$ cat src/verilog/fault_status_cfg.svh
// status byte command codes and reset values
// included by the status bank, not by its leaf modules
`ifndef FAULT_STATUS_CFG_SVH
`define FAULT_STATUS_CFG_SVH
`define CMD_STATUS_BYTE 8'h78
`define CMD_STATUS_WORD 8'h79
`define CMD_VOUT_STATUS 8'h7A
`define CMD_IOUT_STATUS 8'h7B
`define CMD_INPUT_STATUS 8'h7C
`define CMD_THERM_STATUS 8'h7D
`define CMD_CML_STATUS 8'h7E
`define STATUS_RESET 8'h00
`define WORD_RESET 16'h0000
`define ZERO_BYTE 8'h00
`endif

$ cat src/verilog/fault_status_pkg.sv
// types shared by the status bank files
// expects fault_status_cfg.svh for numeric constants
package fault_status_pkg;
   typedef struct packed {
      logic vout_ov;
      logic vout_uv;
      logic vout_range;
      logic vout_other;
      logic iout_oc;
      logic iout_oc_uv;
      logic iout_warn;
      logic vin_ov_warn;
      logic vin_uv_warn;
      logic ot_fault;
      logic ot_warn;
      logic bad_cmd;
      logic bad_data;
      logic mem_fault;
      logic cml_other;
      logic mem_busy;
      logic part_off;
      logic vin_fault;
      logic pgood_n;
      logic word_other;
   } detect_s;

   typedef struct packed {
      logic [7:0] cmd;
      logic rd;
   } read_req_s;
endpackage

$ cat src/verilog/sync2.sv
// two flip-flop synchroniser for one pin level
// assumes the pin is asynchronous to mclk
`timescale 1ns/1ps
module sync2
   import fault_status_pkg::*;
(
   // clock and reset
   input wire logic mclk,
   input wire logic resetn,
   // pin and synchronised level
   input wire logic din,
   output logic dout
);
   typedef struct packed {
      logic s1;
      logic s2;
   } sync_s;
   sync_s q, d;
   always_comb begin
      d.s1 = din;
      d.s2 = q.s1;
   end
   always_ff @(posedge mclk or negedge resetn) begin
      if (!resetn) begin
         q <= '0;
      end else begin
         q <= d;
      end
   end
   assign dout = q.s2;
endmodule // sync2

$ cat src/verilog/sticky_flag.sv
// latched status flag: sets on cause, clears on clear command once gone
// assumes cause and clear come from mclk logic
`timescale 1ns/1ps
module sticky_flag
   import fault_status_pkg::*;
(
   // clock and reset
   input wire logic mclk,
   input wire logic resetn,
   // cause, clear and flag
   input wire logic cause,
   input wire logic clear,
   output logic flag
);
   logic flag_q, flag_d;
   always_comb begin
      flag_d = flag_q;
      if (cause) begin
         flag_d = 1'b1;
      end else if (clear) begin
         flag_d = 1'b0;
      end
   end
   always_ff @(posedge mclk or negedge resetn) begin
      if (!resetn) begin
         flag_q <= 1'b0;
      end else begin
         flag_q <= flag_d;
      end
   end
   assign flag = flag_q;

   property p_set_wins;
      @(posedge mclk) disable iff (!resetn)
      cause |=> flag_q;
   endproperty
   a_set_wins: assert property (p_set_wins)
      else $error("flag not set after cause");
endmodule // sticky_flag

$ cat src/verilog/fault_status_bank.sv
// power converter fault status register bank, read by command code
// assumes detectors run on mclk, ov sense pin is asynchronous
// How it works
// - word bit 8 latches on fault not covered by other word bits
// - word bits 10 and 9 read zero; low byte equals summary byte
// - code 7A returns output voltage byte; bits 6,5,2,1 read zero
// - output voltage bit 7 follows live over-voltage fault
// - output voltage bit 4 follows live under-voltage fault
// - output voltage bit 3 shows out-of-range voltage programming attempt
// - output voltage bit 0 latches on unclassified fault
// - input byte bit 7 latches from over-voltage sense pin
// - input byte bit 6 latches on supply over-voltage warning
// - input byte bit 5 latches on supply under-voltage warning
// - input byte bits 4 to 0 read zero
// - latched flags hold until cause gone and clear command issued
// - temperature byte bit 7 latches on over-temperature fault
// - temperature bit 6 latches on warning; bits 5 to 0 zero
// - comm byte reports command, data, memory, other faults and busy
// - summary byte readable; latched bits clear only after removal
`timescale 1ns/1ps
`include "fault_status_cfg.svh"
module fault_status_bank
   import fault_status_pkg::*;
(
   // clock and reset
   input wire logic mclk,
   input wire logic resetn,
   // detector levels
   input detect_s det,
   input wire logic input_overvoltage_sense_pin,
   // clear faults command pulse
   input wire logic clear_faults,
   // read request
   input read_req_s req,
   // read answer
   output logic [15:0] rd_data,
   output logic rd_valid,
   output logic rd_unsup
);
   typedef struct packed {
      logic [15:0] data;
      logic valid;
      logic unsup;
   } bank_s;

   bank_s q, d;
   logic ov_pin_s;
   logic vin_ov_l, vin_ovw_l, vin_uvw_l;
   logic ot_f_l, ot_w_l;
   logic word_oth_l, vout_oth_l, iout_oc_l, cml_l;
   logic [7:0] vout_b, iout_b, input_b, therm_b, cml_b, sum_b;
   logic [15:0] word_w;

   sync2 u_ov_sync (
      .mclk(mclk),
      .resetn(resetn),
      .din(input_overvoltage_sense_pin),
      .dout(ov_pin_s)
   );

   // latched flags: clear only while cause is absent
   sticky_flag u_vin_ov (.mclk(mclk), .resetn(resetn),
      .cause(ov_pin_s), .clear(clear_faults), .flag(vin_ov_l));
   sticky_flag u_vin_ovw (.mclk(mclk), .resetn(resetn),
      .cause(det.vin_ov_warn), .clear(clear_faults), .flag(vin_ovw_l));
   sticky_flag u_vin_uvw (.mclk(mclk), .resetn(resetn),
      .cause(det.vin_uv_warn), .clear(clear_faults), .flag(vin_uvw_l));
   sticky_flag u_ot_f (.mclk(mclk), .resetn(resetn),
      .cause(det.ot_fault), .clear(clear_faults), .flag(ot_f_l));
   sticky_flag u_ot_w (.mclk(mclk), .resetn(resetn),
      .cause(det.ot_warn), .clear(clear_faults), .flag(ot_w_l));
   sticky_flag u_word_oth (.mclk(mclk), .resetn(resetn),
      .cause(det.word_other), .clear(clear_faults), .flag(word_oth_l));
   sticky_flag u_vout_oth (.mclk(mclk), .resetn(resetn),
      .cause(det.vout_other), .clear(clear_faults), .flag(vout_oth_l));
   sticky_flag u_iout_oc (.mclk(mclk), .resetn(resetn),
      .cause(det.iout_oc), .clear(clear_faults), .flag(iout_oc_l));
   sticky_flag u_cml (.mclk(mclk), .resetn(resetn),
      .cause(det.bad_cmd | det.bad_data | det.mem_fault | det.cml_other),
      .clear(clear_faults), .flag(cml_l));

   always_comb begin
      vout_b = {det.vout_ov, 2'b00, det.vout_uv, det.vout_range, 2'b00,
         vout_oth_l};
      iout_b = {det.iout_oc, det.iout_oc_uv, det.iout_warn, 5'b00000};
      input_b = {vin_ov_l, vin_ovw_l, vin_uvw_l, 5'b00000};
      therm_b = {ot_f_l, ot_w_l, 6'b000000};
      cml_b = {det.bad_cmd, det.bad_data, 1'b0, det.mem_fault, 2'b00,
         det.cml_other, det.mem_busy};
      sum_b = {1'b0, det.part_off, det.vout_ov, iout_oc_l, 1'b0,
         (det.ot_fault | det.ot_warn), cml_l, (vout_oth_l | word_oth_l)};
      word_w = {(|vout_b), (|iout_b), det.vin_fault, 1'b0, det.pgood_n,
         2'b00, word_oth_l, sum_b};
   end

   // read mux, answer one cycle after request
   always_comb begin
      d = q;
      d.valid = req.rd;
      d.unsup = 1'b0;
      if (req.rd) begin
         d.data = `WORD_RESET;
         case (req.cmd)
            `CMD_STATUS_BYTE: d.data = {`ZERO_BYTE, sum_b};
            `CMD_STATUS_WORD: d.data = word_w;
            `CMD_VOUT_STATUS: d.data = {`ZERO_BYTE, vout_b};
            `CMD_IOUT_STATUS: d.data = {`ZERO_BYTE, iout_b};
            `CMD_INPUT_STATUS: d.data = {`ZERO_BYTE, input_b};
            `CMD_THERM_STATUS: d.data = {`ZERO_BYTE, therm_b};
            `CMD_CML_STATUS: d.data = {`ZERO_BYTE, cml_b};
            default: d.unsup = 1'b1;
         endcase
      end
   end

   always_ff @(posedge mclk or negedge resetn) begin
      if (!resetn) begin
         q <= '0;
      end else begin
         q <= d;
      end
   end

   assign rd_data = q.data;
   assign rd_valid = q.valid;
   assign rd_unsup = q.unsup;

   // checks
   property p_vout_live;
      @(posedge mclk) disable iff (!resetn)
      (req.rd && req.cmd == `CMD_VOUT_STATUS)
         |=> (rd_data[7] == $past(det.vout_ov))
         && (rd_data[4] == $past(det.vout_uv));
   endproperty
   a_vout_live: assert property (p_vout_live)
      else $error("live output voltage bits wrong");

   property p_vout_resv;
      @(posedge mclk) disable iff (!resetn)
      (req.rd && req.cmd == `CMD_VOUT_STATUS)
         |=> rd_data[15:8] == 8'h00 && rd_data[6:5] == 2'b00
         && rd_data[2:1] == 2'b00;
   endproperty
   a_vout_resv: assert property (p_vout_resv)
      else $error("output voltage reserved bits set");

   property p_range;
      @(posedge mclk) disable iff (!resetn)
      (req.rd && req.cmd == `CMD_VOUT_STATUS && det.vout_range)
         |=> rd_data[3];
   endproperty
   a_range: assert property (p_range)
      else $error("range attempt bit missing");

   property p_word_low;
      @(posedge mclk) disable iff (!resetn)
      (req.rd && req.cmd == `CMD_STATUS_WORD)
         |=> rd_data[10:9] == 2'b00 && rd_data[7:0] == $past(sum_b);
   endproperty
   a_word_low: assert property (p_word_low)
      else $error("status word low byte or reserved bits wrong");

   property p_word_other;
      @(posedge mclk) disable iff (!resetn)
      det.word_other ##1 (req.rd && req.cmd == `CMD_STATUS_WORD)
         |=> rd_data[8];
   endproperty
   a_word_other: assert property (p_word_other)
      else $error("unknown word bit not latched");

   property p_vout_other;
      @(posedge mclk) disable iff (!resetn)
      det.vout_other |=> vout_oth_l;
   endproperty
   a_vout_other: assert property (p_vout_other)
      else $error("unknown vout bit not latched");

   property p_pin_latch;
      @(posedge mclk) disable iff (!resetn)
      input_overvoltage_sense_pin [*3] |=> vin_ov_l;
   endproperty
   a_pin_latch: assert property (p_pin_latch)
      else $error("pin over-voltage not latched");

   property p_hold;
      @(posedge mclk) disable iff (!resetn)
      ot_f_l && !clear_faults |=> ot_f_l;
   endproperty
   a_hold: assert property (p_hold)
      else $error("latched flag dropped without clear");

   property p_input_resv;
      @(posedge mclk) disable iff (!resetn)
      (req.rd && req.cmd == `CMD_INPUT_STATUS)
         |=> rd_data[4:0] == 5'b00000
         && rd_data[6:5] == $past({vin_ovw_l, vin_uvw_l});
   endproperty
   a_input_resv: assert property (p_input_resv)
      else $error("input byte wrong");

   property p_therm;
      @(posedge mclk) disable iff (!resetn)
      (req.rd && req.cmd == `CMD_THERM_STATUS)
         |=> rd_data[5:0] == 6'h00 && rd_data[7] == $past(ot_f_l);
   endproperty
   a_therm: assert property (p_therm)
      else $error("temperature byte wrong");

   property p_cml;
      @(posedge mclk) disable iff (!resetn)
      (req.rd && req.cmd == `CMD_CML_STATUS)
         |=> rd_data[5] == 1'b0 && rd_data[3:2] == 2'b00
         && rd_data[0] == $past(det.mem_busy);
   endproperty
   a_cml: assert property (p_cml)
      else $error("comm byte wrong");

   property p_vout_uv;
      @(posedge mclk) disable iff (!resetn)
      (req.rd && req.cmd == `CMD_VOUT_STATUS)
         |=> rd_data[4] == $past(det.vout_uv);
   endproperty
   a_vout_uv: assert property (p_vout_uv)
      else $error("live under-voltage bit wrong");

   property p_range_live;
      @(posedge mclk) disable iff (!resetn)
      (req.rd && req.cmd == `CMD_VOUT_STATUS && !det.vout_range)
         |=> !rd_data[3];
   endproperty
   a_range_live: assert property (p_range_live)
      else $error("range attempt bit set without attempt");

   property p_vin_ovw;
      @(posedge mclk) disable iff (!resetn)
      det.vin_ov_warn |=> vin_ovw_l;
   endproperty
   a_vin_ovw: assert property (p_vin_ovw)
      else $error("input over-voltage warning not latched");

   property p_vin_uvw;
      @(posedge mclk) disable iff (!resetn)
      det.vin_uv_warn |=> vin_uvw_l;
   endproperty
   a_vin_uvw: assert property (p_vin_uvw)
      else $error("input under-voltage warning not latched");

   property p_ot_fault;
      @(posedge mclk) disable iff (!resetn)
      det.ot_fault |=> ot_f_l;
   endproperty
   a_ot_fault: assert property (p_ot_fault)
      else $error("over-temperature fault not latched");

   property p_ot_warn;
      @(posedge mclk) disable iff (!resetn)
      det.ot_warn |=> ot_w_l;
   endproperty
   a_ot_warn: assert property (p_ot_warn)
      else $error("over-temperature warning not latched");

   property p_clear;
      @(posedge mclk) disable iff (!resetn)
      clear_faults && !det.ot_fault |=> !ot_f_l;
   endproperty
   a_clear: assert property (p_clear)
      else $error("latched flag not cleared by clear command");

   property p_sum_byte;
      @(posedge mclk) disable iff (!resetn)
      (req.rd && req.cmd == `CMD_STATUS_BYTE)
         |=> rd_data[15:8] == 8'h00 && !rd_data[7] && !rd_data[3]
         && rd_data[4] == $past(iout_oc_l);
   endproperty
   a_sum_byte: assert property (p_sum_byte)
      else $error("summary byte wrong");

   property p_known;
      @(posedge mclk) disable iff (!resetn)
      (req.rd && req.cmd >= `CMD_STATUS_BYTE && req.cmd <= `CMD_CML_STATUS)
         |=> rd_valid && !rd_unsup;
   endproperty
   a_known: assert property (p_known)
      else $error("status read not answered");

   property p_unknown;
      @(posedge mclk) disable iff (!resetn)
      (req.rd && (req.cmd < `CMD_STATUS_BYTE
         || req.cmd > `CMD_CML_STATUS))
         |=> rd_valid && rd_unsup && rd_data == 16'h0000;
   endproperty
   a_unknown: assert property (p_unknown)
      else $error("unknown code answer wrong");

   property p_reset_zero;
      @(posedge mclk)
      $rose(resetn) |-> rd_data == 16'h0000 && !rd_valid && !rd_unsup;
   endproperty
   a_reset_zero: assert property (p_reset_zero)
      else $error("outputs not zero after reset");

   property p_therm_warn;
      @(posedge mclk) disable iff (!resetn)
      (req.rd && req.cmd == `CMD_THERM_STATUS)
         |=> rd_data[6] == $past(ot_w_l);
   endproperty
   a_therm_warn: assert property (p_therm_warn)
      else $error("temperature warning bit wrong");

   property p_input_pin;
      @(posedge mclk) disable iff (!resetn)
      (req.rd && req.cmd == `CMD_INPUT_STATUS)
         |=> rd_data[7] == $past(vin_ov_l);
   endproperty
   a_input_pin: assert property (p_input_pin)
      else $error("input pin over-voltage bit wrong");

   property p_cml_bits;
      @(posedge mclk) disable iff (!resetn)
      (req.rd && req.cmd == `CMD_CML_STATUS)
         |=> rd_data[7:6] == $past({det.bad_cmd, det.bad_data})
         && rd_data[4] == $past(det.mem_fault)
         && rd_data[1] == $past(det.cml_other);
   endproperty
   a_cml_bits: assert property (p_cml_bits)
      else $error("comm byte fault bits wrong");

   property p_vout_oth_hold;
      @(posedge mclk) disable iff (!resetn)
      vout_oth_l && !clear_faults |=> vout_oth_l;
   endproperty
   a_vout_oth_hold: assert property (p_vout_oth_hold)
      else $error("unknown vout bit dropped without clear");

   property p_word_oth_hold;
      @(posedge mclk) disable iff (!resetn)
      word_oth_l && !clear_faults |=> word_oth_l;
   endproperty
   a_word_oth_hold: assert property (p_word_oth_hold)
      else $error("unknown word bit dropped without clear");

   c_word: cover property (@(posedge mclk) disable iff (!resetn)
      req.rd && req.cmd == `CMD_STATUS_WORD);
   c_clear: cover property (@(posedge mclk) disable iff (!resetn)
      ot_f_l ##1 !ot_f_l);
   c_unsup: cover property (@(posedge mclk) disable iff (!resetn)
      rd_unsup);
   c_vin_ov: cover property (@(posedge mclk) disable iff (!resetn)
      !vin_ov_l ##1 vin_ov_l);
   c_range: cover property (@(posedge mclk) disable iff (!resetn)
      req.rd && req.cmd == `CMD_VOUT_STATUS && det.vout_range);
endmodule // fault_status_bank

$ cat config.mk
export PLATFORM = sky130hd
export DESIGN_NAME = fault_status_bank
export DESIGN_NICKNAME = d
export VERILOG_FILES = /design/src/verilog/fault_status_pkg.sv /design/src/verilog/sync2.sv /design/src/verilog/sticky_flag.sv /design/src/verilog/fault_status_bank.sv
export VERILOG_INCLUDE_DIRS = /design/src /design/src/verilog
export SDC_FILE = /design/constraint.sdc
export NUM_CORES = 1
export LEC_CHECK = 0
export BUFFER_PORTS_ARGS = -buffer_cell sky130_fd_sc_hd__buf_2
export CAP_MARGIN = 30
export CORE_AREA = 2 2 68 70
export DETAILED_ROUTE_END_ITERATION = 8
export DIE_AREA = 0 0 70 72
export RECOVER_POWER = 50
export SKIP_CTS_REPAIR_TIMING = 1
export SYNTH_ARGS = -nofsm -noshare
export SYNTH_HDL_FRONTEND = slang
export SYNTH_HIERARCHICAL = 1
export SYNTH_SLANG_ARGS = --single-unit
$ cat constraint.sdc
create_clock -name mclk -period 1.7 [get_ports mclk]
set_input_delay 0.17 -clock mclk [delete_from_list [all_inputs] [get_ports mclk]]
set_output_delay 0.17 -clock mclk [all_outputs]
set_load 0.02 [all_outputs]
Yosys cells after proc, flatten, opt, wreduce, memory -nomap -nowiden
Index checks and enable logic that the tools add are counted.
Widths: inputs -> output; s select.

word-level totals
  output and inout port bits = 18
  input port bits = 33
  word-level logic and storage cells = 51
  bits in registers = 29

operators by class
  reductions and logical operators = 12
  bitwise operators = 5
  muxes and demuxes = 13
  equal/unequal tests = 7

operators with widths
  cell                number
  $pmux 16 s7         1
  $eq 8x7->1 const B  7
  $reduce_bool 2->1   9
  $mux 1              12
  $reduce_or 7->1     1
  $or 1x1->1          5
  $reduce_or 4->1     1
  $reduce_or 3->1     1

Longest topological paths before layout
Gate-level depths: netlist of run 1.

  word-level depth = 4
  gate-level depth with buffers = 5
  mapped depth without buffers = 4

By module
Netlist of run 1, hierarchy kept.

by module, submodules not included
  module             area an instance (um2)  cells each  instances  seq. area each (um2)
  fault_status_bank  883.3                   97          1          375.4
  sticky_flag        36.3                    3           9          25.0
  sync2              50.0                    2           1          50.0

Worst setup path after synthesis of run 1
Ideal clock, no wire load.

  kind = input-to-reg
  start = input port req[3] in the netlist's numbering
  end = register q (netlist bit rd_data[1])
  data required time = 1577 ps
  cell stages on the path = 5
  arrival = 843 ps
  path slack = 734 ps
  buffers on the path = 1
  path through = buf_4 > and2b_4 > a32o_1 > nand3_1 > o21ai_1

between the ends
  cells in the longest elaborated chain, start to end = 2
  elaborated cells on any way between the ends = 8
  classes of those cells = eq/ne (7); mux (1)

RTL lines
  element               line                      text
  start, declared       fault_status_bank.sv:34   input read_req_s req,
  $eq 8x7->1            fault_status_bank.sv:103  case (req.cmd)
  $pmux 16 s7 *         fault_status_bank.sv:103
  end signal, assigned  fault_status_bank.sv:118  q <= '0;
  end signal, assigned  fault_status_bank.sv:120  q <= d;
  end, declared         fault_status_bank.sv:46   bank_s q, d;

Every way passes the cells marked *; elsewhere a longest branch is shown, timed or not.
A chain may end at the register's enable or synchronous reset.

==> qor.yml, run 1 <==
pwr:
  switching_share: 0.243
  combinationalPowerShare: 0.136
  pwr-share-clk: 0.326
  p_int_uw: 915
  p_sw_uw: 293
  power_leakage_uw: 0.000789
  seqPwrFrac: 0.537
  power_density_mw_per_mm2: 764
  ir_drop_mv: 0.353
clock_tree:
  clockRootBuffer: "clkbuf_8"
  clk_pin_slew_ps: 90
  clock_latency_ps: 270
  cts_tree: "done"
  clkSinkCount: 26
  h-tree-depth: 1
  clk_path_buf_depth: 2
  cts_inserted_buffers: 3
logic_synthesis:
  syn_area_mm2: 0.00126
  synth_cell_type_count: 35
  yosysTopAreaCell: "dfrtp_1"
  ys_seq_elements: 26
  yosys_warnings: 6
  post_synth.cell_area_avg_um2: 10.0
  ys_top_cells_by_area: "dfrtp_1 52%, inv_1 6.6%, a21o_1 5.4%"
  yosysTopAreaCellShare: 0.516
  synth-seq-area-share: 0.516
  async_reset_ff_frac: 1.00
  synth_edf_count: 0
  synth_top_flop_cell: "dfrtp_1"
  synthCells: 126
timing:
  min_period_ps: 1100
  rsz0062_at_grt: "no"
  finalCritPeriodShare: 0.649
  fin_tns_setup_ps: 0
  slew_violations: 0
  max_freq_ghz: 0.906
  relSlewSlack: 0.356
  tightest_slew_ps: 966
  whs_ps: 71.8
  skew_ps: 2.58
  setup_violations: 0
  hold_violations: 0
grt:
  grt_antenna_before_repair: 0
  gr-total-overflow: 0
  grt_pass1_wl_mm: 4.79
  first_global_vias: 1000
  grt_usage: 0.119
  grt_max_degree: 27
layout:
  antenna_cells: 0
  final_core_util: 0.371
  largest_register_ff_count: 13
  post_route_cells_drive_above_1_share: 0.320
  area_delta_synth_final_pct: 25.5
  nets: 206
  stdcell_area_mm2: 0.00158
  layout.cells.most_common_list: "45 x buf_2, 26 x dfrtp_1, 22 x inv_1"
  layout_commonest_cell: "buf_2"
detailed_routing:
  via_per_inst: 4.72
  dr_total_vias: 1057
  drt_iter0_markers: 29
  drc_errors: 0
  dr.pass1.iters: 4
  drt-total-wl_mm: 2.90
  detail-route-antenna-nets: 0
  wire_per_inst_um: 12.9
critical_path:
  cp.required_ps: 1890
  worst-path-max-fanout: 26
  startpoint_type: "primary input"
  path_class: "in -> reg"
  cp.arrival_ps: 1290
  worst_setup_path_end_kind: "register"
  ff2ff_path_depth: 4
placement:
  port_buffers: 47
  place.gp.congestion: 0.803
  place_area_mm2: 0.00151
  post-dp-hpwl_mm: 2.20
floorplanning:
  start_util: 0.295
  die_w_um: 70
  core-area_mm2: 0.00426
  io_pins: 51
  die_h_um: 72
  fp.dieArea_mm2: 0.00504
  rows: 24
min_path:
  min_path_cells: 2
  hold_class: "in -> reg"
flow_run:
  maxCapViolCount: 0
run_status:
  status: "completed"
-- synthesized netlist by cell type, drive strengths merged, types with 2 or more instances --
library cell	number
nand2	6
o21ai	6
a21oi	3
nand3b	3
nand3	7
mux2i	3
o22ai	9
inv	22
buf	8
nor2	3
nor3b	2
nand2b	3
a21o	9
dfrtp	26
-- area by class of cell --
class | instances | area [um2]
clock buffers | 4 | 55.1
multi-input cells | 71 | 474
flip-flops and latches | 26 | 651
inverters | 22 | 82.6
fillers | 449 | 2680
repair buffers | 49 | 254
well taps | 52 | 65.1
-- metrics by stage --
| stage | power, uW | cells | setup WS [ps] |
|---|---|---|---|
| 6_report | 1210 | 224 | 596 |
| 4_1_cts | 1230 | 222 | 666 |
| 5_1_grt | 1280 | 224 | 402 |
| 3_3_place_gp | 824 | 218 | 527 |
| 3_5_place_dp | 825 | 218 | 511 |
| 2_1_floorplan | 754 | 128 | 734 |
-- power by group through the flow --
stage	combinational [uW]	sequential [uW]	clock [uW]
after floorplan	89.8	665	0
after global placement	162	663	0
after detailed placement	163	662	0
after CTS	164	650	416
after global routing	184	652	440
final	165	649	394
-- worst paths after layout --
check | from | to | slack, ps
worst min-delay path | det[16] | u_vout_oth/flag$_DFFE_PN0P_ | 70
worst min register to register | u_ov_sync/d[0]$_DFF_PN0_ | u_ov_sync/dout$_DFF_PN0_ | 360
worst max register to register | u_vout_oth/flag$_DFFE_PN0P_ | rd_data[0]$_DFFE_PN0P_ | 640
max in group asynchronous | resetn | rd_data[14]$_DFFE_PN0P_ | 810
worst max-delay path | req[0] | rd_data[6]$_DFFE_PN0P_ | 600
min in group asynchronous | resetn | u_iout_oc/flag$_DFFE_PN0P_ | 460
-- critical path, stage by stage --
cell and delay [ps]:
clkbuf_1 700, nand2_1 200, a32oi_1 210
-- per-layer routing --
layer | part of all wire | GRT usage | routed length, um | vias up
met5 | 0 | 0 | 0 | -
met4 | 0.012 | 0.0321 | 36 | 0
met3 | 0.064 | 0.0222 | 185 | 5
met2 | 0.44 | 0.187 | 1270 | 41
met1 | 0.49 | 0.170 | 1410 | 496
li1 | - | - | - | 515
-- kinds of logic after synthesis --
family | count (synthesis) | share of synthesized area
mux | 3 | 0.0238
compound gates | 38 | 0.209
other cells | 1 | 0.00298
simple gates | 27 | 0.135
buf+inv | 31 | 0.113
flops | 26 | 0.516
No activity file was read; power rests on OpenSTA's default activity.
==> run 2: changes to the inputs <==
clock period = 0.9 ns   (was 1.7 ns; I/O delays follow)
==> run 2 against run 1 <==
Against the previous run: the run now ends with negative hold slack, negative setup slack left; cell count rose by 13%; first-iteration DRC count fell by 62%; non-clock buffer count rose by 30; worst setup slack got worse by 660 ps; critical path type is now reg -> reg.
==> qor.yml, run 2 (synthesized netlist as in run 1, its figures left out) <==
pwr:
  ir_drop_mv: 0.567  # was 0.353 mV
  power_leakage_uw: 0.000947  # was 0.000789 uW
  power_density_mw_per_mm2: 1200  # was 764 mW/mm2
critical_path:
  cp.required_ps: 1050  # was 1890 ps
  startpoint_type: "register"  # was primary input
  cp.arrival_ps: 1110  # was 1290 ps
  path_class: "reg -> reg"  # was in -> reg
  worst_setup_path_end_kind: "register"  # unchanged
  worst-path-max-fanout: 4  # was 26
layout:
  stdcell_area_mm2: 0.00191  # was 0.00158 mm2
  fillerInstances: 423  # was 449
  post_route_cells_drive_above_1_share: 0.418  # was 0.320
  nets: 236  # was 206
  area_delta_synth_final_pct: 51.7  # was 25.5%
  largest_register_ff_count: 13  # unchanged
  layout_commonest_cell: "buf_2"  # unchanged
  antenna_cells: 0  # unchanged
  layout.cells.most_common_list: "30 x buf_2, 26 x buf_4, 26 x dfrtp_1"  # was 45 x buf_2, 26 x dfrtp_1, 22 x inv_1
detailed_routing:
  via_per_inst: 4.57  # was 4.72
  wire_per_inst_um: 12.3  # was 12.9 um
  dr_total_vias: 1157  # was 1,057
  drt-total-wl_mm: 3.12  # was 2.90 mm
  drt_iter0_markers: 11  # was 29
  drc_errors: 0  # unchanged
  dr.pass1.iters: 4  # unchanged
  detail-route-antenna-nets: 0  # unchanged
placement:
  port_buffers: 47  # unchanged
  place_area_mm2: 0.00167  # was 0.00151 mm2
  place.gp.congestion: 0.847  # was 0.803
  post-dp-hpwl_mm: 2.40  # was 2.20 mm
clock_tree:
  clock_latency_ps: 270  # about the same
  clk_path_buf_depth: 2  # unchanged
  clkSinkCount: 26  # unchanged
  clk_pin_slew_ps: 80  # was 90 ps
  cts_tree: "done"  # unchanged
  cts_inserted_buffers: 3  # unchanged
  h-tree-depth: 1  # unchanged
  clockRootBuffer: "clkbuf_8"  # unchanged
timing:
  min_period_ps: 962
  setup_violations: 5  # was 0
  max_freq_ghz: 1.04
  rsz0062_at_grt: "yes"  # was no
  skew_ps: 2.32  # was 2.58 ps
  slew_violations: 0  # unchanged
  hold_violations: 1  # was 0
  finalCritPeriodShare: 1.07
  fin_ws_ps: -62.4  # was 596 ps
  whs_ps: -9.46  # was 71.8 ps
floorplanning:
  rows: 24  # unchanged
  die_w_um: 70  # unchanged
  core-area_mm2: 0.00426  # unchanged
  fp.dieArea_mm2: 0.00504  # unchanged
  io_pins: 51  # unchanged
  start_util: 0.295  # unchanged
  die_h_um: 72  # unchanged
run_status:
  status: "complete, but fails checks"  # was completed
  violations: "negative hold slack, negative setup slack"
grt:
  first_global_vias: 1036  # was 1,000
  grt_max_degree: 17  # was 27
  grt_antenna_before_repair: 0  # unchanged
  grt_usage: 0.129  # was 0.119
  grt_pass1_wl_mm: 5.09  # was 4.79 mm
  gr-total-overflow: 0  # unchanged
min_path:
  hold_class: "in -> reg"  # unchanged
flow_run:
  maxCapViolCount: 0  # unchanged
run 2: cell count changes in the layout (fill, tap and decap cells not counted), moves of 2 or more:
cell and change:
buf_6 +15, o21ai_0 -2, dlygate4sd3_1 +2, buf_2 -15
buf_4 +26
run 2: worst paths after layout:
check | cells past startpoint | from | slack, ps | end
min in group asynchronous | 2 | resetn | 240 | rd_data[4]$_DFFE_PN0P_
max reg2reg | 2 | u_vout_oth/flag$_DFFE_PN0P_ | -60 | rd_data[15]$_DFFE_PN0P_
min reg2reg | 0 | u_ov_sync/d[0]$_DFF_PN0_ | 370 | u_ov_sync/dout$_DFF_PN0_
min | 2 | det[11] | -9 | u_vin_uvw/flag$_DFFE_PN0P_
max | 2 | u_vout_oth/flag$_DFFE_PN0P_ | -60 | rd_data[15]$_DFFE_PN0P_
max in group asynchronous | 3 | resetn | 100 | u_word_oth/flag$_DFFE_PN0P_
run 2: per-stage QoR:
step | cells | worst slack [ps] | total power (uW) | TNS (ps) | util
floorplan | 128 | -0.0976 | 1420 | -0.0976 | -
global placement | 236 | -85.1 | 1630 | -893 | 0.391
detailed placement | 236 | -99.8 | 1630 | -959 | 0.391
CTS | 239 | -110 | 2290 | -485 | 0.401
global route | 253 | -168 | 2410 | -882 | 0.448
finish | 253 | -62.4 | 2290 | -212 | 0.448
run 2: area by class of cell:
type                       instances  area, um2  share of cell area
clock buffer                       3       41.3              0.0216
inverter                          22       82.6              0.0432
tap                               52       65.1              0.0340
multi-input combinational         71        482               0.252
timing repair buffer              79        591               0.309
sequential                        26        651               0.340
run 2: metal layers:
metal,GRT usage,vias up,share of wire
met5,0,-,0
met3,0.0292,5,0.059
met1,0.179,539,0.47
li1,-,575,-
met4,0.0513,0,0.017
met2,0.196,38,0.45
run 2: critical path, cell delays in order, from the launching register on:
cell and delay [ps]:
dfrtp_1 410, o41ai_1 320, o22ai_1 110
run 2: power breakdown:
group          switching (uW)  internal, uW  leakage, uW
combinational             199           213     0.000603
sequential               23.2          1210     0.000323
clock                     351           300    0.0000216
